### src/include/fsr_pkg.sv
// package with constants and types used by the flash controller block
package fsr_pkg;
  // ************************************************
  // software register map
  // ************************************************
  localparam logic [3:0] FSR_CTRL_OFS = 4'h0;
  localparam logic [3:0] FSR_STAT_OFS = 4'h4;
  localparam logic [3:0] FSR_RESULT_OFS = 4'h8;
  localparam logic [3:0] FSR_RAW_OFS = 4'hc;
  localparam int FSR_CMD_RESET_BIT = 0;
  localparam int FSR_CMD_CLEAR_BIT = 1;
  localparam int FSR_CMD_STATUS_BIT = 2;
  localparam int FSR_CMD_CHECK_BIT = 3;
  localparam int FSR_CMD_X8_BIT = 4;
  localparam int FSR_CMD_DIE_BIT = 5;
  // ************************************************
  // flash commands and addresses
  // ************************************************
  localparam logic [26:0] FSR_ADR_555 = 27'h0000555;
  localparam logic [26:0] FSR_ADR_AAA = 27'h0000aaa;
  localparam logic [26:0] FSR_ADR_P1_X16 = 27'h2aaaa55;
  localparam logic [26:0] FSR_ADR_P2_X16 = 27'h15555aa;
  localparam logic [26:0] FSR_ADR_P1_X8 = 27'h55554ab;
  localparam logic [26:0] FSR_ADR_P2_X8 = 27'h2aaab54;
  localparam logic [15:0] FSR_DAT_P1 = 16'hff00;
  localparam logic [15:0] FSR_DAT_P2 = 16'h00ff;
  // byte mode carries the pattern on the low byte only
  localparam logic [15:0] FSR_DAT_P1_X8 = 16'h00ff;
  localparam logic [15:0] FSR_DAT_P2_X8 = 16'h0000;
  localparam logic [15:0] FSR_CMD_RESET = 16'h00f0;
  localparam logic [15:0] FSR_CMD_CLEAR = 16'h0071;
  localparam logic [15:0] FSR_CMD_STATUS = 16'h0070;
  localparam int FSR_DIE_BIT = 26;
  // ************************************************
  // status bit positions
  // ************************************************
  localparam int FSR_READY_BIT = 7;
  localparam int FSR_CONT_BIT = 0;
  localparam logic [7:0] FSR_STATUS_MASK = 8'hff;
  // ************************************************
  // bus timing in system clock cycles
  // ************************************************
  localparam int FSR_CLK_MHZ = 250;
  localparam int FSR_T_SETUP_NS = 10;
  localparam int FSR_T_WP_NS = 35;
  localparam int FSR_T_WEH_NS = 20;
  localparam int FSR_T_ACC_NS = 110;
  localparam int FSR_T_OEH_NS = 20;
  localparam logic [5:0] FSR_SETUP_CYC = 6'((FSR_T_SETUP_NS * FSR_CLK_MHZ + 999) / 1000);
  localparam logic [5:0] FSR_WP_CYC = 6'((FSR_T_WP_NS * FSR_CLK_MHZ + 999) / 1000);
  localparam logic [5:0] FSR_WPH_CYC = 6'((FSR_T_WEH_NS * FSR_CLK_MHZ + 999) / 1000);
  localparam logic [5:0] FSR_ACC_CYC = 6'((FSR_T_ACC_NS * FSR_CLK_MHZ + 999) / 1000);
  localparam logic [5:0] FSR_OEH_CYC = 6'((FSR_T_OEH_NS * FSR_CLK_MHZ + 999) / 1000);
  localparam logic [2:0] FSR_SEQ_NONE = 3'h0;

  typedef enum logic [2:0] {
    FSR_IDLE = 3'b000,
    FSR_SETUP = 3'b001,
    FSR_PULSE = 3'b010,
    FSR_HOLD = 3'b011,
    FSR_RDWAIT = 3'b100
  } fsr_phase_t;

  typedef struct packed {
    logic [26:0] adr;
    logic [15:0] dat;
    logic we;
  } fsr_op_t;

  typedef struct packed {
    logic [26:0] addr;
    logic [15:0] dq_out;
    logic dq_oe_n;
    logic ce_n;
    logic oe_n;
    logic we_n;
  } fsr_pins_t;

  typedef struct packed {
    fsr_phase_t phase;
    logic [5:0] cnt;
    logic [2:0] step;
    logic [2:0] seq;
    logic x8;
    logic die;
    logic hi_byte;
    fsr_op_t op;
    fsr_pins_t pins;
    logic [15:0] raw;
    logic [7:0] status;
    logic busy;
    logic done;
    logic cont_ok;
    logic cont_fail;
    logic [31:0] rdata;
    logic [15:0] dq_s1;
    logic [15:0] dq_s2;
    logic [15:0] dq_s3;
  } fsr_state_t;
endpackage

### src/rtl/fsr_host.sv
// host controller that issues reset, status and continuity sequences to a parallel flash
`timescale 1ns/10ps
module fsr_host
  import fsr_pkg::*;
(
  // clock and reset
  input wire logic I_CLK_SYS,
  input wire logic I_RST_N,
  // software register port
  input wire logic [3:0] I_ADDR,
  input wire logic [31:0] I_WDATA,
  input wire logic I_WR,
  input wire logic I_RD,
  output logic [31:0] O_RDATA,
  // flash pins
  output logic [26:0] O_FL_ADDR,
  input wire logic [15:0] I_FL_DQ,
  output logic [15:0] O_FL_DQ,
  output logic O_FL_DQ_OE_N,
  output logic O_FL_CE_N,
  output logic O_FL_OE_N,
  output logic O_FL_WE_N
);
  fsr_state_t s_reg;
  fsr_state_t s_next;

  // sequences: 1 reset, 2 clear, 3 status read, 4 continuity check
  function automatic fsr_op_t seq_op(input logic [2:0] seq, input logic [2:0] step, input logic x8,
                                     input logic die, input logic hi);
    fsr_op_t o;
    logic [26:0] dsel;
    o = '{adr: 27'h0, dat: 16'h0, we: 1'b1};
    dsel = {die, 26'h0};
    unique case (seq)
      3'h1: o = '{adr: dsel, dat: FSR_CMD_RESET, we: 1'b1};
      3'h2: o = '{adr: dsel | FSR_ADR_555, dat: FSR_CMD_CLEAR, we: 1'b1};
      3'h3: begin
        if (step == 3'h0) begin
          o = '{adr: dsel | (x8 ? FSR_ADR_AAA : FSR_ADR_555), dat: FSR_CMD_STATUS, we: 1'b1};
        end else begin
          o = '{adr: dsel | {26'h0, hi}, dat: 16'h0, we: 1'b0};
        end
      end
      default: begin
        unique case (step)
          3'h0: o = '{adr: dsel | FSR_ADR_555, dat: FSR_CMD_CLEAR, we: 1'b1};
          3'h1: o = '{adr: dsel | (x8 ? FSR_ADR_AAA : FSR_ADR_555), dat: FSR_CMD_STATUS, we: 1'b1};
          3'h2: o = '{adr: dsel, dat: 16'h0, we: 1'b0};
          // pattern covers all address and data lines; die bit overrides top address
          3'h3: o = '{adr: {die, (x8 ? FSR_ADR_P1_X8[25:0] : FSR_ADR_P1_X16[25:0])},
                      dat: (x8 ? FSR_DAT_P1_X8 : FSR_DAT_P1), we: 1'b1};
          3'h4: o = '{adr: {die, (x8 ? FSR_ADR_P2_X8[25:0] : FSR_ADR_P2_X16[25:0])},
                      dat: (x8 ? FSR_DAT_P2_X8 : FSR_DAT_P2), we: 1'b1};
          3'h5: o = '{adr: dsel | (x8 ? FSR_ADR_AAA : FSR_ADR_555), dat: FSR_CMD_STATUS, we: 1'b1};
          default: o = '{adr: dsel, dat: 16'h0, we: 1'b0};
        endcase
      end
    endcase
    return o;
  endfunction

  function automatic logic [2:0] seq_len(input logic [2:0] seq);
    unique case (seq)
      3'h3: return 3'h2;
      3'h4: return 3'h7;
      default: return 3'h1;
    endcase
  endfunction

  always_comb begin
    s_next = s_reg;
    s_next.dq_s1 = I_FL_DQ;
    s_next.dq_s2 = s_reg.dq_s1;
    s_next.dq_s3 = s_reg.dq_s2;
    s_next.done = 1'b0;
    s_next.rdata = 32'h0;
    // ************************************************
    // software register port
    // ************************************************
    if (I_RD) begin
      unique case (I_ADDR)
        FSR_STAT_OFS: s_next.rdata = {28'h0, s_reg.cont_fail, s_reg.cont_ok, s_reg.done, s_reg.busy};
        FSR_RESULT_OFS: s_next.rdata = {24'h0, s_reg.status};
        FSR_RAW_OFS: s_next.rdata = {16'h0, s_reg.raw};
        default: s_next.rdata = 32'h0;
      endcase
    end
    if (I_WR && I_ADDR == FSR_CTRL_OFS && !s_reg.busy) begin
      s_next.x8 = I_WDATA[FSR_CMD_X8_BIT];
      s_next.die = I_WDATA[FSR_CMD_DIE_BIT];
      if (I_WDATA[FSR_CMD_CHECK_BIT]) s_next.seq = 3'h4;
      else if (I_WDATA[FSR_CMD_STATUS_BIT]) s_next.seq = 3'h3;
      else if (I_WDATA[FSR_CMD_CLEAR_BIT]) s_next.seq = 3'h2;
      else if (I_WDATA[FSR_CMD_RESET_BIT]) s_next.seq = 3'h1;
      else s_next.seq = FSR_SEQ_NONE;
      s_next.busy = (s_next.seq != FSR_SEQ_NONE);
      s_next.step = 3'h0;
      s_next.hi_byte = 1'b0;
      if (s_next.busy) s_next.cont_ok = 1'b0;
      if (s_next.busy) s_next.cont_fail = 1'b0;
    end
    // ************************************************
    // bus cycle engine
    // ************************************************
    unique case (s_reg.phase)
      FSR_IDLE: begin
        if (s_reg.busy) begin
          s_next.op = seq_op(s_reg.seq, s_reg.step, s_reg.x8, s_reg.die, s_reg.hi_byte);
          s_next.pins.addr = s_next.op.adr;
          s_next.pins.dq_out = s_next.op.dat;
          s_next.pins.dq_oe_n = !s_next.op.we;
          s_next.pins.ce_n = 1'b0;
          s_next.cnt = FSR_SETUP_CYC;
          s_next.phase = FSR_SETUP;
        end
      end
      FSR_SETUP: begin
        if (s_reg.cnt <= 6'h1) begin
          if (s_reg.op.we) begin
            s_next.pins.we_n = 1'b0;
            s_next.cnt = FSR_WP_CYC;
            s_next.phase = FSR_PULSE;
          end else begin
            s_next.pins.oe_n = 1'b0;
            s_next.cnt = FSR_ACC_CYC;
            s_next.phase = FSR_RDWAIT;
          end
        end else begin
          s_next.cnt = s_reg.cnt - 6'h1;
        end
      end
      FSR_PULSE: begin
        if (s_reg.cnt <= 6'h1) begin
          s_next.pins.we_n = 1'b1;
          s_next.cnt = FSR_WPH_CYC;
          s_next.phase = FSR_HOLD;
        end else begin
          s_next.cnt = s_reg.cnt - 6'h1;
        end
      end
      FSR_RDWAIT: begin
        // sample only once the last two synchroniser stages agree
        if (s_reg.cnt <= 6'h1 && s_reg.dq_s2 == s_reg.dq_s3) begin
          s_next.raw = s_reg.dq_s3;
          // in x8 the low byte comes first, then A0 toggles for the high byte
          if (s_reg.x8 && s_reg.seq == 3'h3 && !s_reg.hi_byte) begin
            s_next.status = s_reg.dq_s3[7:0] & FSR_STATUS_MASK;
            s_next.hi_byte = 1'b1;
            s_next.pins.addr = {s_reg.op.adr[26:1], 1'b1};
            s_next.op.adr = {s_reg.op.adr[26:1], 1'b1};
            s_next.cnt = FSR_ACC_CYC;
          end else begin
            if (!(s_reg.x8 && s_reg.seq == 3'h3)) begin
              s_next.status = s_reg.dq_s3[7:0] & FSR_STATUS_MASK;
            end
            if (s_reg.seq == 3'h4 && s_reg.step == 3'h2 && s_reg.dq_s3[FSR_CONT_BIT]) begin
              s_next.cont_fail = 1'b1;
            end
            if (s_reg.seq == 3'h4 && s_reg.step == 3'h6) begin
              s_next.cont_ok = s_reg.dq_s3[FSR_CONT_BIT] && !s_reg.cont_fail;
              s_next.cont_fail = s_reg.cont_fail || !s_reg.dq_s3[FSR_CONT_BIT];
            end
            s_next.pins.oe_n = 1'b1;
            s_next.cnt = FSR_OEH_CYC;
            s_next.phase = FSR_HOLD;
          end
        end else if (s_reg.cnt > 6'h1) begin
          s_next.cnt = s_reg.cnt - 6'h1;
        end
      end
      FSR_HOLD: begin
        if (s_reg.cnt <= 6'h1) begin
          s_next.pins.ce_n = 1'b1;
          s_next.pins.dq_oe_n = 1'b1;
          s_next.phase = FSR_IDLE;
          if (s_reg.step + 3'h1 >= seq_len(s_reg.seq)) begin
            s_next.busy = 1'b0;
            s_next.done = 1'b1;
            s_next.seq = FSR_SEQ_NONE;
          end else begin
            s_next.step = s_reg.step + 3'h1;
          end
        end else begin
          s_next.cnt = s_reg.cnt - 6'h1;
        end
      end
      default: s_next.phase = FSR_IDLE;
    endcase
  end

  always_ff @(posedge I_CLK_SYS) begin
    if (!I_RST_N) begin
      s_reg <= '0;
      s_reg.phase <= FSR_IDLE;
      s_reg.pins.dq_oe_n <= 1'b1;
      s_reg.pins.ce_n <= 1'b1;
      s_reg.pins.oe_n <= 1'b1;
      s_reg.pins.we_n <= 1'b1;
    end else begin
      s_reg <= s_next;
    end
  end

  assign O_RDATA = s_reg.rdata;
  assign O_FL_ADDR = s_reg.pins.addr;
  assign O_FL_DQ = s_reg.pins.dq_out;
  assign O_FL_DQ_OE_N = s_reg.pins.dq_oe_n;
  assign O_FL_CE_N = s_reg.pins.ce_n;
  assign O_FL_OE_N = s_reg.pins.oe_n;
  assign O_FL_WE_N = s_reg.pins.we_n;
endmodule // fsr_host

### config.mk
export PLATFORM = sky130hd
export DESIGN_NAME = fsr_host
export DESIGN_NICKNAME = d
export VERILOG_FILES = /design/src/include/fsr_pkg.sv /design/src/rtl/fsr_host.sv
export SDC_FILE = /design/constraint.sdc
export NUM_CORES = 1
export LEC_CHECK = 0
export ABC_AREA = 1
export BUFFER_PORTS_ARGS = -buffer_cell sky130_fd_sc_hd__buf_2
export CAP_MARGIN = 25
export CORE_UTILIZATION = 59
export DETAILED_ROUTE_END_ITERATION = 10
export GPL_TIMING_DRIVEN = 0
export PLACE_DENSITY = 0.82
export RECOVER_POWER = 25
export SLEW_MARGIN = 20
export SYNTH_ARGS = -nofsm -noshare
export SYNTH_HDL_FRONTEND = slang
export SYNTH_SLANG_ARGS = --single-unit
### constraint.sdc
create_clock -name I_CLK_SYS -period 4.3 [get_ports I_CLK_SYS]
set_input_delay 0.86 -clock I_CLK_SYS [delete_from_list [all_inputs] [get_ports I_CLK_SYS]]
set_output_delay 0.86 -clock I_CLK_SYS [all_outputs]
set_load 0.005 [all_outputs]
==> flow_metrics.tcl, run 1 <==
set metrics [dict create \
    grt_max_degree 17 \
    cts_root_buffer "clkbuf_8" \
    postSynthAreaPerCell_sq_um 7.21 \
    largest_reg_flops 71 \
    initial_core_util_pct 60.9 \
    crit_fanout 6 \
    cts_hold_buf 0 \
    grt_use_total_pct 25.0 \
    synth-edff-count 0 \
    drtIter0Drc 303 \
    cts_tree "built" \
    numCtsBuffers 17 \
    cp_data_required_time_ns 4.74 \
    synthArstFlopShare_pct 0 \
    worst_slew_pin_slew_ns 0.637 \
    ios 135 \
    ys_types 40 \
    fmax_mhz 413 \
    synth_top_area_share_pct 43.4 \
    overflow 0 \
    vdd_drop_max_mv 0.271 \
    area_delta_synth_final_pct 20.2 \
    tns_ns 0 \
    clkLatencyLatePin_ns 0.53 \
    antenna_cells 0 \
    die-area_sq_mm 0.0111 \
    finalCritPeriodShare_pct 56.3 \
    syn_area_sq_mm 0.00632 \
    routedWlPerCell_um 11.4 \
    dp.final_hpwl_um 9510 \
    critPathKind "reg2reg" \
    synthTopCellsByCount "nand2_1, inv_1, dfxtp_1, buf_4, nor2_1" \
    hold_slack_ns 0.412 \
    nets 1068 \
    grt_pass1_wl_um 22100 \
    antenna_found_initial 0 \
    wirelength_um 13200 \
    rows 37 \
    seq_area_frac_synth_pct 43.4 \
    post_cts_resized 0 \
    hold_viol 0 \
    cts_setup_buffers 0 \
    cts_num_sinks 137 \
    fillers 862 \
    min_period_ns 2.42 \
    p_switching_mw 1.05 \
    synth_warnings 0 \
    synth.most_common_cell "nand2_1" \
    p_int_mw 2.33 \
    htree_levels 4 \
    synth_area_leaders "dfxtp_1, nand2_1, buf_4" \
    coreArea_sq_mm 0.0104 \
    clk_pin_slew_ns 0.07 \
    die_h_um 105 \
    finalSetupViolCount 0 \
    drcViolationCount 0 \
    outcome "complete, no violations" \
    power_frac_seq_pct 40.5 \
    power.leakage_nw 4.00 \
    ant_nets 0 \
    start_kind "register" \
    p_comb_share_pct 17.5 \
    drive_above_1_share_pct 21.7 \
    io_buffers 92 \
    die_w_um 105 \
    globalplace.congestion 0.908 \
    relSlewSlack_pct 57.5 \
    netlist_instances 876 \
    vias 5532 \
    yosys.area.top_type "dfxtp_1" \
    p_clk_share_pct 42.0 \
    hold_path.class "reg2reg" \
    fin_skew_ns 0.00536 \
    first_global_vias 4983 \
    powerDensity_mw_per_mm2 446 \
    routed_via_density 4.81 \
    rsz0062_at_grt "false" \
    swShare_pct 31.1 \
    arrival_ns 2.86 \
    yosys_most_used_dff "dfxtp_1" \
    crit_path_end_kind "register" \
    detail_route.first_pass.iterations 5 \
    ys_ff_latch 137 \
    cts_buffer_depth 2 \
    max_cap_viol_count 0 \
    report.final.slew_viol_count 0 \
]
-- critical path, stage by stage (launching register included) --
cell,delay [ns]
dfxtp_1,0.38
ha_1,0.24
ha_1,0.31
inv_1,0.05
ha_1,0.33
a21oi_1,0.18
o21ai_0,0.13
a31oi_1,0.17
inv_1,0.10
nor2_2,0.19
a21oi_1,0.08
a211oi_1,0.18
-- cells by family after synthesis --
group                      after synthesis  share of synthesized area [%]
and+or+nand+nor                        323                           21.8
buffers and inverters                  253                           19.6
AOI/OAI and AO/OA                      148                           12.6
DFF                                    137                           43.4
adders and majority gates               10                           1.98
xor gates and xnor gates                 4                          0.555
other                                    1                         0.0593
-- final cells by class --
type | instances | area [sq um] | area share [%]
timing repair buffer | 92 | 459 | 6.05
sequential | 137 | 2740 | 36.1
multi-input combinational | 501 | 2390 | 31.5
buffer | 97 | 651 | 8.57
inverter | 156 | 586 | 7.71
clock inverter | 15 | 179 | 2.36
clock buffer | 17 | 414 | 5.45
tap | 136 | 170 | 2.24
-- metal layers --
| layer | wire (um) | global-route usage, % | vias to the layer above |
|---|---|---|---|
| met1 | 6040 | 31.9 | 2399 |
| met2 | 5920 | 41.0 | 233 |
| met4 | 229 | 9.36 | 0 |
| met3 | 986 | 5.88 | 25 |
| met5 | 0 | 0 | - |
| li1 | - | - | 2875 |
-- cells in the final DEF, fill, tap and decap left out, types with 20 or more instances in the layout --
| master | count |
|---|---|
| nor2_1 | 71 |
| o21ai_0 | 58 |
| clkbuf_1 | 20 |
| nand3_1 | 27 |
| nand2_1 | 188 |
| inv_1 | 152 |
| buf_2 | 92 |
| dfxtp_1 | 137 |
| a21oi_1 | 66 |
| buf_4 | 76 |
-- power by group through the flow --
stage | Clock (mW) | Combinational (mW) | Sequential [mW]
floorplan | 0 | 0.450 | 1.39
global placement | 0 | 0.570 | 1.40
detailed placement | 0 | 0.582 | 1.40
finish | 1.42 | 0.592 | 1.37
CTS | 1.44 | 0.587 | 1.37
global route | 1.50 | 0.676 | 1.38
-- worst paths after layout --
path / start / slack [ns] / cells after the start / end
worst max-delay path: s_reg[205] / 1.88 / 11 / s_reg[205]
worst min-delay path: s_next[26] / 0.41 / 2 / s_next[10]
worst max register to register: s_reg[205] / 1.88 / 11 / s_reg[205]
worst min register to register: s_next[26] / 0.41 / 2 / s_next[10]
-- metrics by stage --
stage / instance area [sq um] / std cells / power [mW] / utilization [%] / worst slack [ns]
floorplan: 6370 / 891 / 1.84 / - / 2.30
global placement: 7010 / 1119 / 1.97 / 67.6 / 1.85
detailed placement: 7010 / 1119 / 1.98 / 67.6 / 1.86
CTS: 7600 / 1151 / 3.39 / 73.3 / 1.92
global route: 7600 / 1151 / 3.55 / 73.3 / 1.73
finish: 7600 / 1151 / 3.39 / 73.3 / 1.88
No activity file was read; power rests on OpenSTA's default activity.
==> run 2: changes to the inputs <==
--- a/config.mk
+++ b/config.mk
@@ -8,10 +8,10 @@
 export ABC_AREA = 1
 export BUFFER_PORTS_ARGS = -buffer_cell sky130_fd_sc_hd__buf_2
 export CAP_MARGIN = 25
-export CORE_UTILIZATION = 59
+export CORE_UTILIZATION = 55
 export DETAILED_ROUTE_END_ITERATION = 10
 export GPL_TIMING_DRIVEN = 0
-export PLACE_DENSITY = 0.82
+export PLACE_DENSITY = 0.77
 export RECOVER_POWER = 25
 export SLEW_MARGIN = 20
 export SYNTH_ARGS = -nofsm -noshare
==> constraint.sdc (replaced) <==
create_clock -name I_CLK_SYS -period 2.3 [get_ports I_CLK_SYS]
set_input_delay 0.46 -clock I_CLK_SYS [delete_from_list [all_inputs] [get_ports I_CLK_SYS]]
set_output_delay 0.46 -clock I_CLK_SYS [all_outputs]
set_load 0.005 [all_outputs]
==> run 2 against run 1 <==
  * First-iteration DRC count is 13% higher
  * Cell area grew 0.64%
  * Wire length increased by 2.7%
  * Critical endpoint unchanged
  * Largest cell class unchanged
==> flow_metrics.tcl, run 2 (synthesized netlist as in run 1, its figures left out) <==
set metrics [dict create \
    max_cap_viol_count 0 \
    report.final.slew_viol_count 0 \
    cts_hold_buf 0 \
    nets 1072 \
    min_period_ns 2.17 \
    numCtsBuffers 17 \
    wirelength_um 13500 \
    arrival_ns 2.51 \
    drcViolationCount 0 \
    io_buffers 92 \
    layout_common_cells "nand2_1, inv_1, dfxtp_1" \
    die_h_um 109 \
    ios 135 \
    critPathKind "reg2reg" \
    relSlewSlack_pct 58.2 \
    crit_path_end_kind "register" \
    hold_path.class "in2reg" \
    antenna_found_initial 0 \
    place_area_sq_mm 0.00701 \
    die-area_sq_mm 0.0119 \
    htree_levels 4 \
    ant_nets 0 \
    first_global_vias 4953 \
    overflow 0 \
    cpPeakStageDelay_ns 0.36 \
    routedWlPerCell_um 11.7 \
    cpMostUsedCell "ha_1" \
    crit_fanout 6 \
    globalplace.congestion 0.905 \
    largest_reg_flops 71 \
    worst_path_max_delay_cell "dfxtp_2" \
    drive_above_1_share_pct 22.3 \
    worst_slack_ns 0.126 \
    finalCritPeriodShare_pct 94.5 \
    die_w_um 109 \
    power.leakage_nw 4.01 \
    vdd_drop_max_mv 0.496 \
    cts_tree "built" \
    routed_via_density 4.77 \
    cts_root_buffer "clkbuf_16" \
    clk_pin_slew_ns 0.06 \
    rows 38 \
    clkLatencyLatePin_ns 0.42 \
    outcome "complete, no violations" \
    fmax_mhz 460 \
    drtIter0Drc 342 \
    vias 5529 \
    powerDensity_mw_per_mm2 825 \
    fillers 955 \
    grt_use_total_pct 24.2 \
    area_delta_synth_final_pct 21.0 \
    final_common_cell "nand2_1" \
    dp.final_hpwl_um 9680 \
    path_cells "ha_1 -> ha_1 -> inv_2 -> ha_4 -> a21oi_2 -> o21ai_0 -> a31oi_1 -> inv_1 -> nor2_4 -> a21oi_1 -> a211oi_1" \
    initial_core_util_pct 57.3 \
    cp_data_required_time_ns 2.63 \
    fin_skew_ns 0.00745 \
    antenna_cells 0 \
    post-place-ws_ns 0.0430 \
    finalSetupViolCount 0 \
    start_kind "register" \
    cts_buffer_depth 2 \
    hold_viol 0 \
    seqCellArea_sq_mm 0.00274 \
    grt_max_degree 17 \
    grt_pass1_wl_um 22400 \
    detail_route.first_pass.iterations 5 \
    coreArea_sq_mm 0.0110 \
    final_area_sq_mm 0.00764 \
    worst_slew_pin_slew_ns 0.627 \
    multiInputGateArea_sq_mm 0.00243 \
    cts_num_sinks 137 \
]
-- run 2: power by group --
| part | switching, mW | internal, mW |
|---|---|---|
| Combinational | 0.748 | 0.382 |
| Sequential | 0.0823 | 2.48 |
| Clock | 1.15 | 1.46 |
-- run 2: timing repair --
item                                    4_1_cts  5_1_grt
setup buffers                                 0        4
endpoints found under the setup margin        0       18
resized for setup                             0       10
-- run 2: per-stage QoR --
step	setup TNS, ns	cells	total power, mW	hold slack [ns]	util [%]
2_1_floorplan	0	891	3.44	0.390	-
3_3_place_gp	0	1123	3.69	0.396	63.6
3_5_place_dp	0	1123	3.71	0.395	63.6
4_1_cts	0	1155	6.30	0.206	68.8
5_1_grt	-0.0295	1159	6.61	0.216	69.3
6_report	0	1159	6.31	0.216	69.3
-- run 2: final timing paths --
kind	start	endpoint	slack, ns	depth (start not counted)
max reg2reg	s_reg[205]	s_reg[205]	0.13	11
max	s_reg[205]	s_reg[205]	0.13	11
min	I_FL_DQ[8]	s_next[24]	0.22	3
min reg2reg	s_next[26]	s_next[10]	0.41	2
-- run 2: layer usage --
| metal | share of wire, % | track usage (%) |
|---|---|---|
| met1 | 46 | 32.1 |
| met2 | 45 | 38.9 |
| met3 | 7.7 | 5.68 |
| met4 | 1.0 | 7.62 |
| met5 | 0 | 0 |
-- run 2: area by class of cell --
cell class                 instances  share of cell area (%)
clock buffer                      18                    5.74
sequential                       137                    35.9
clock inverter                    14                    1.80
buffer                            97                    8.53
inverter                         156                    7.66
tap                              140                    2.29
multi-input combinational        501                    31.7
timing repair buffer              96                    6.35
-- run 2: critical path, delay by kind of cell (launching register included) --
kind            cells  cell delay (ns)
compound gates      5             0.60
fa+ha+maj           3             0.78
buf+inv             2             0.17
flops               1             0.36
simple gates        1             0.18
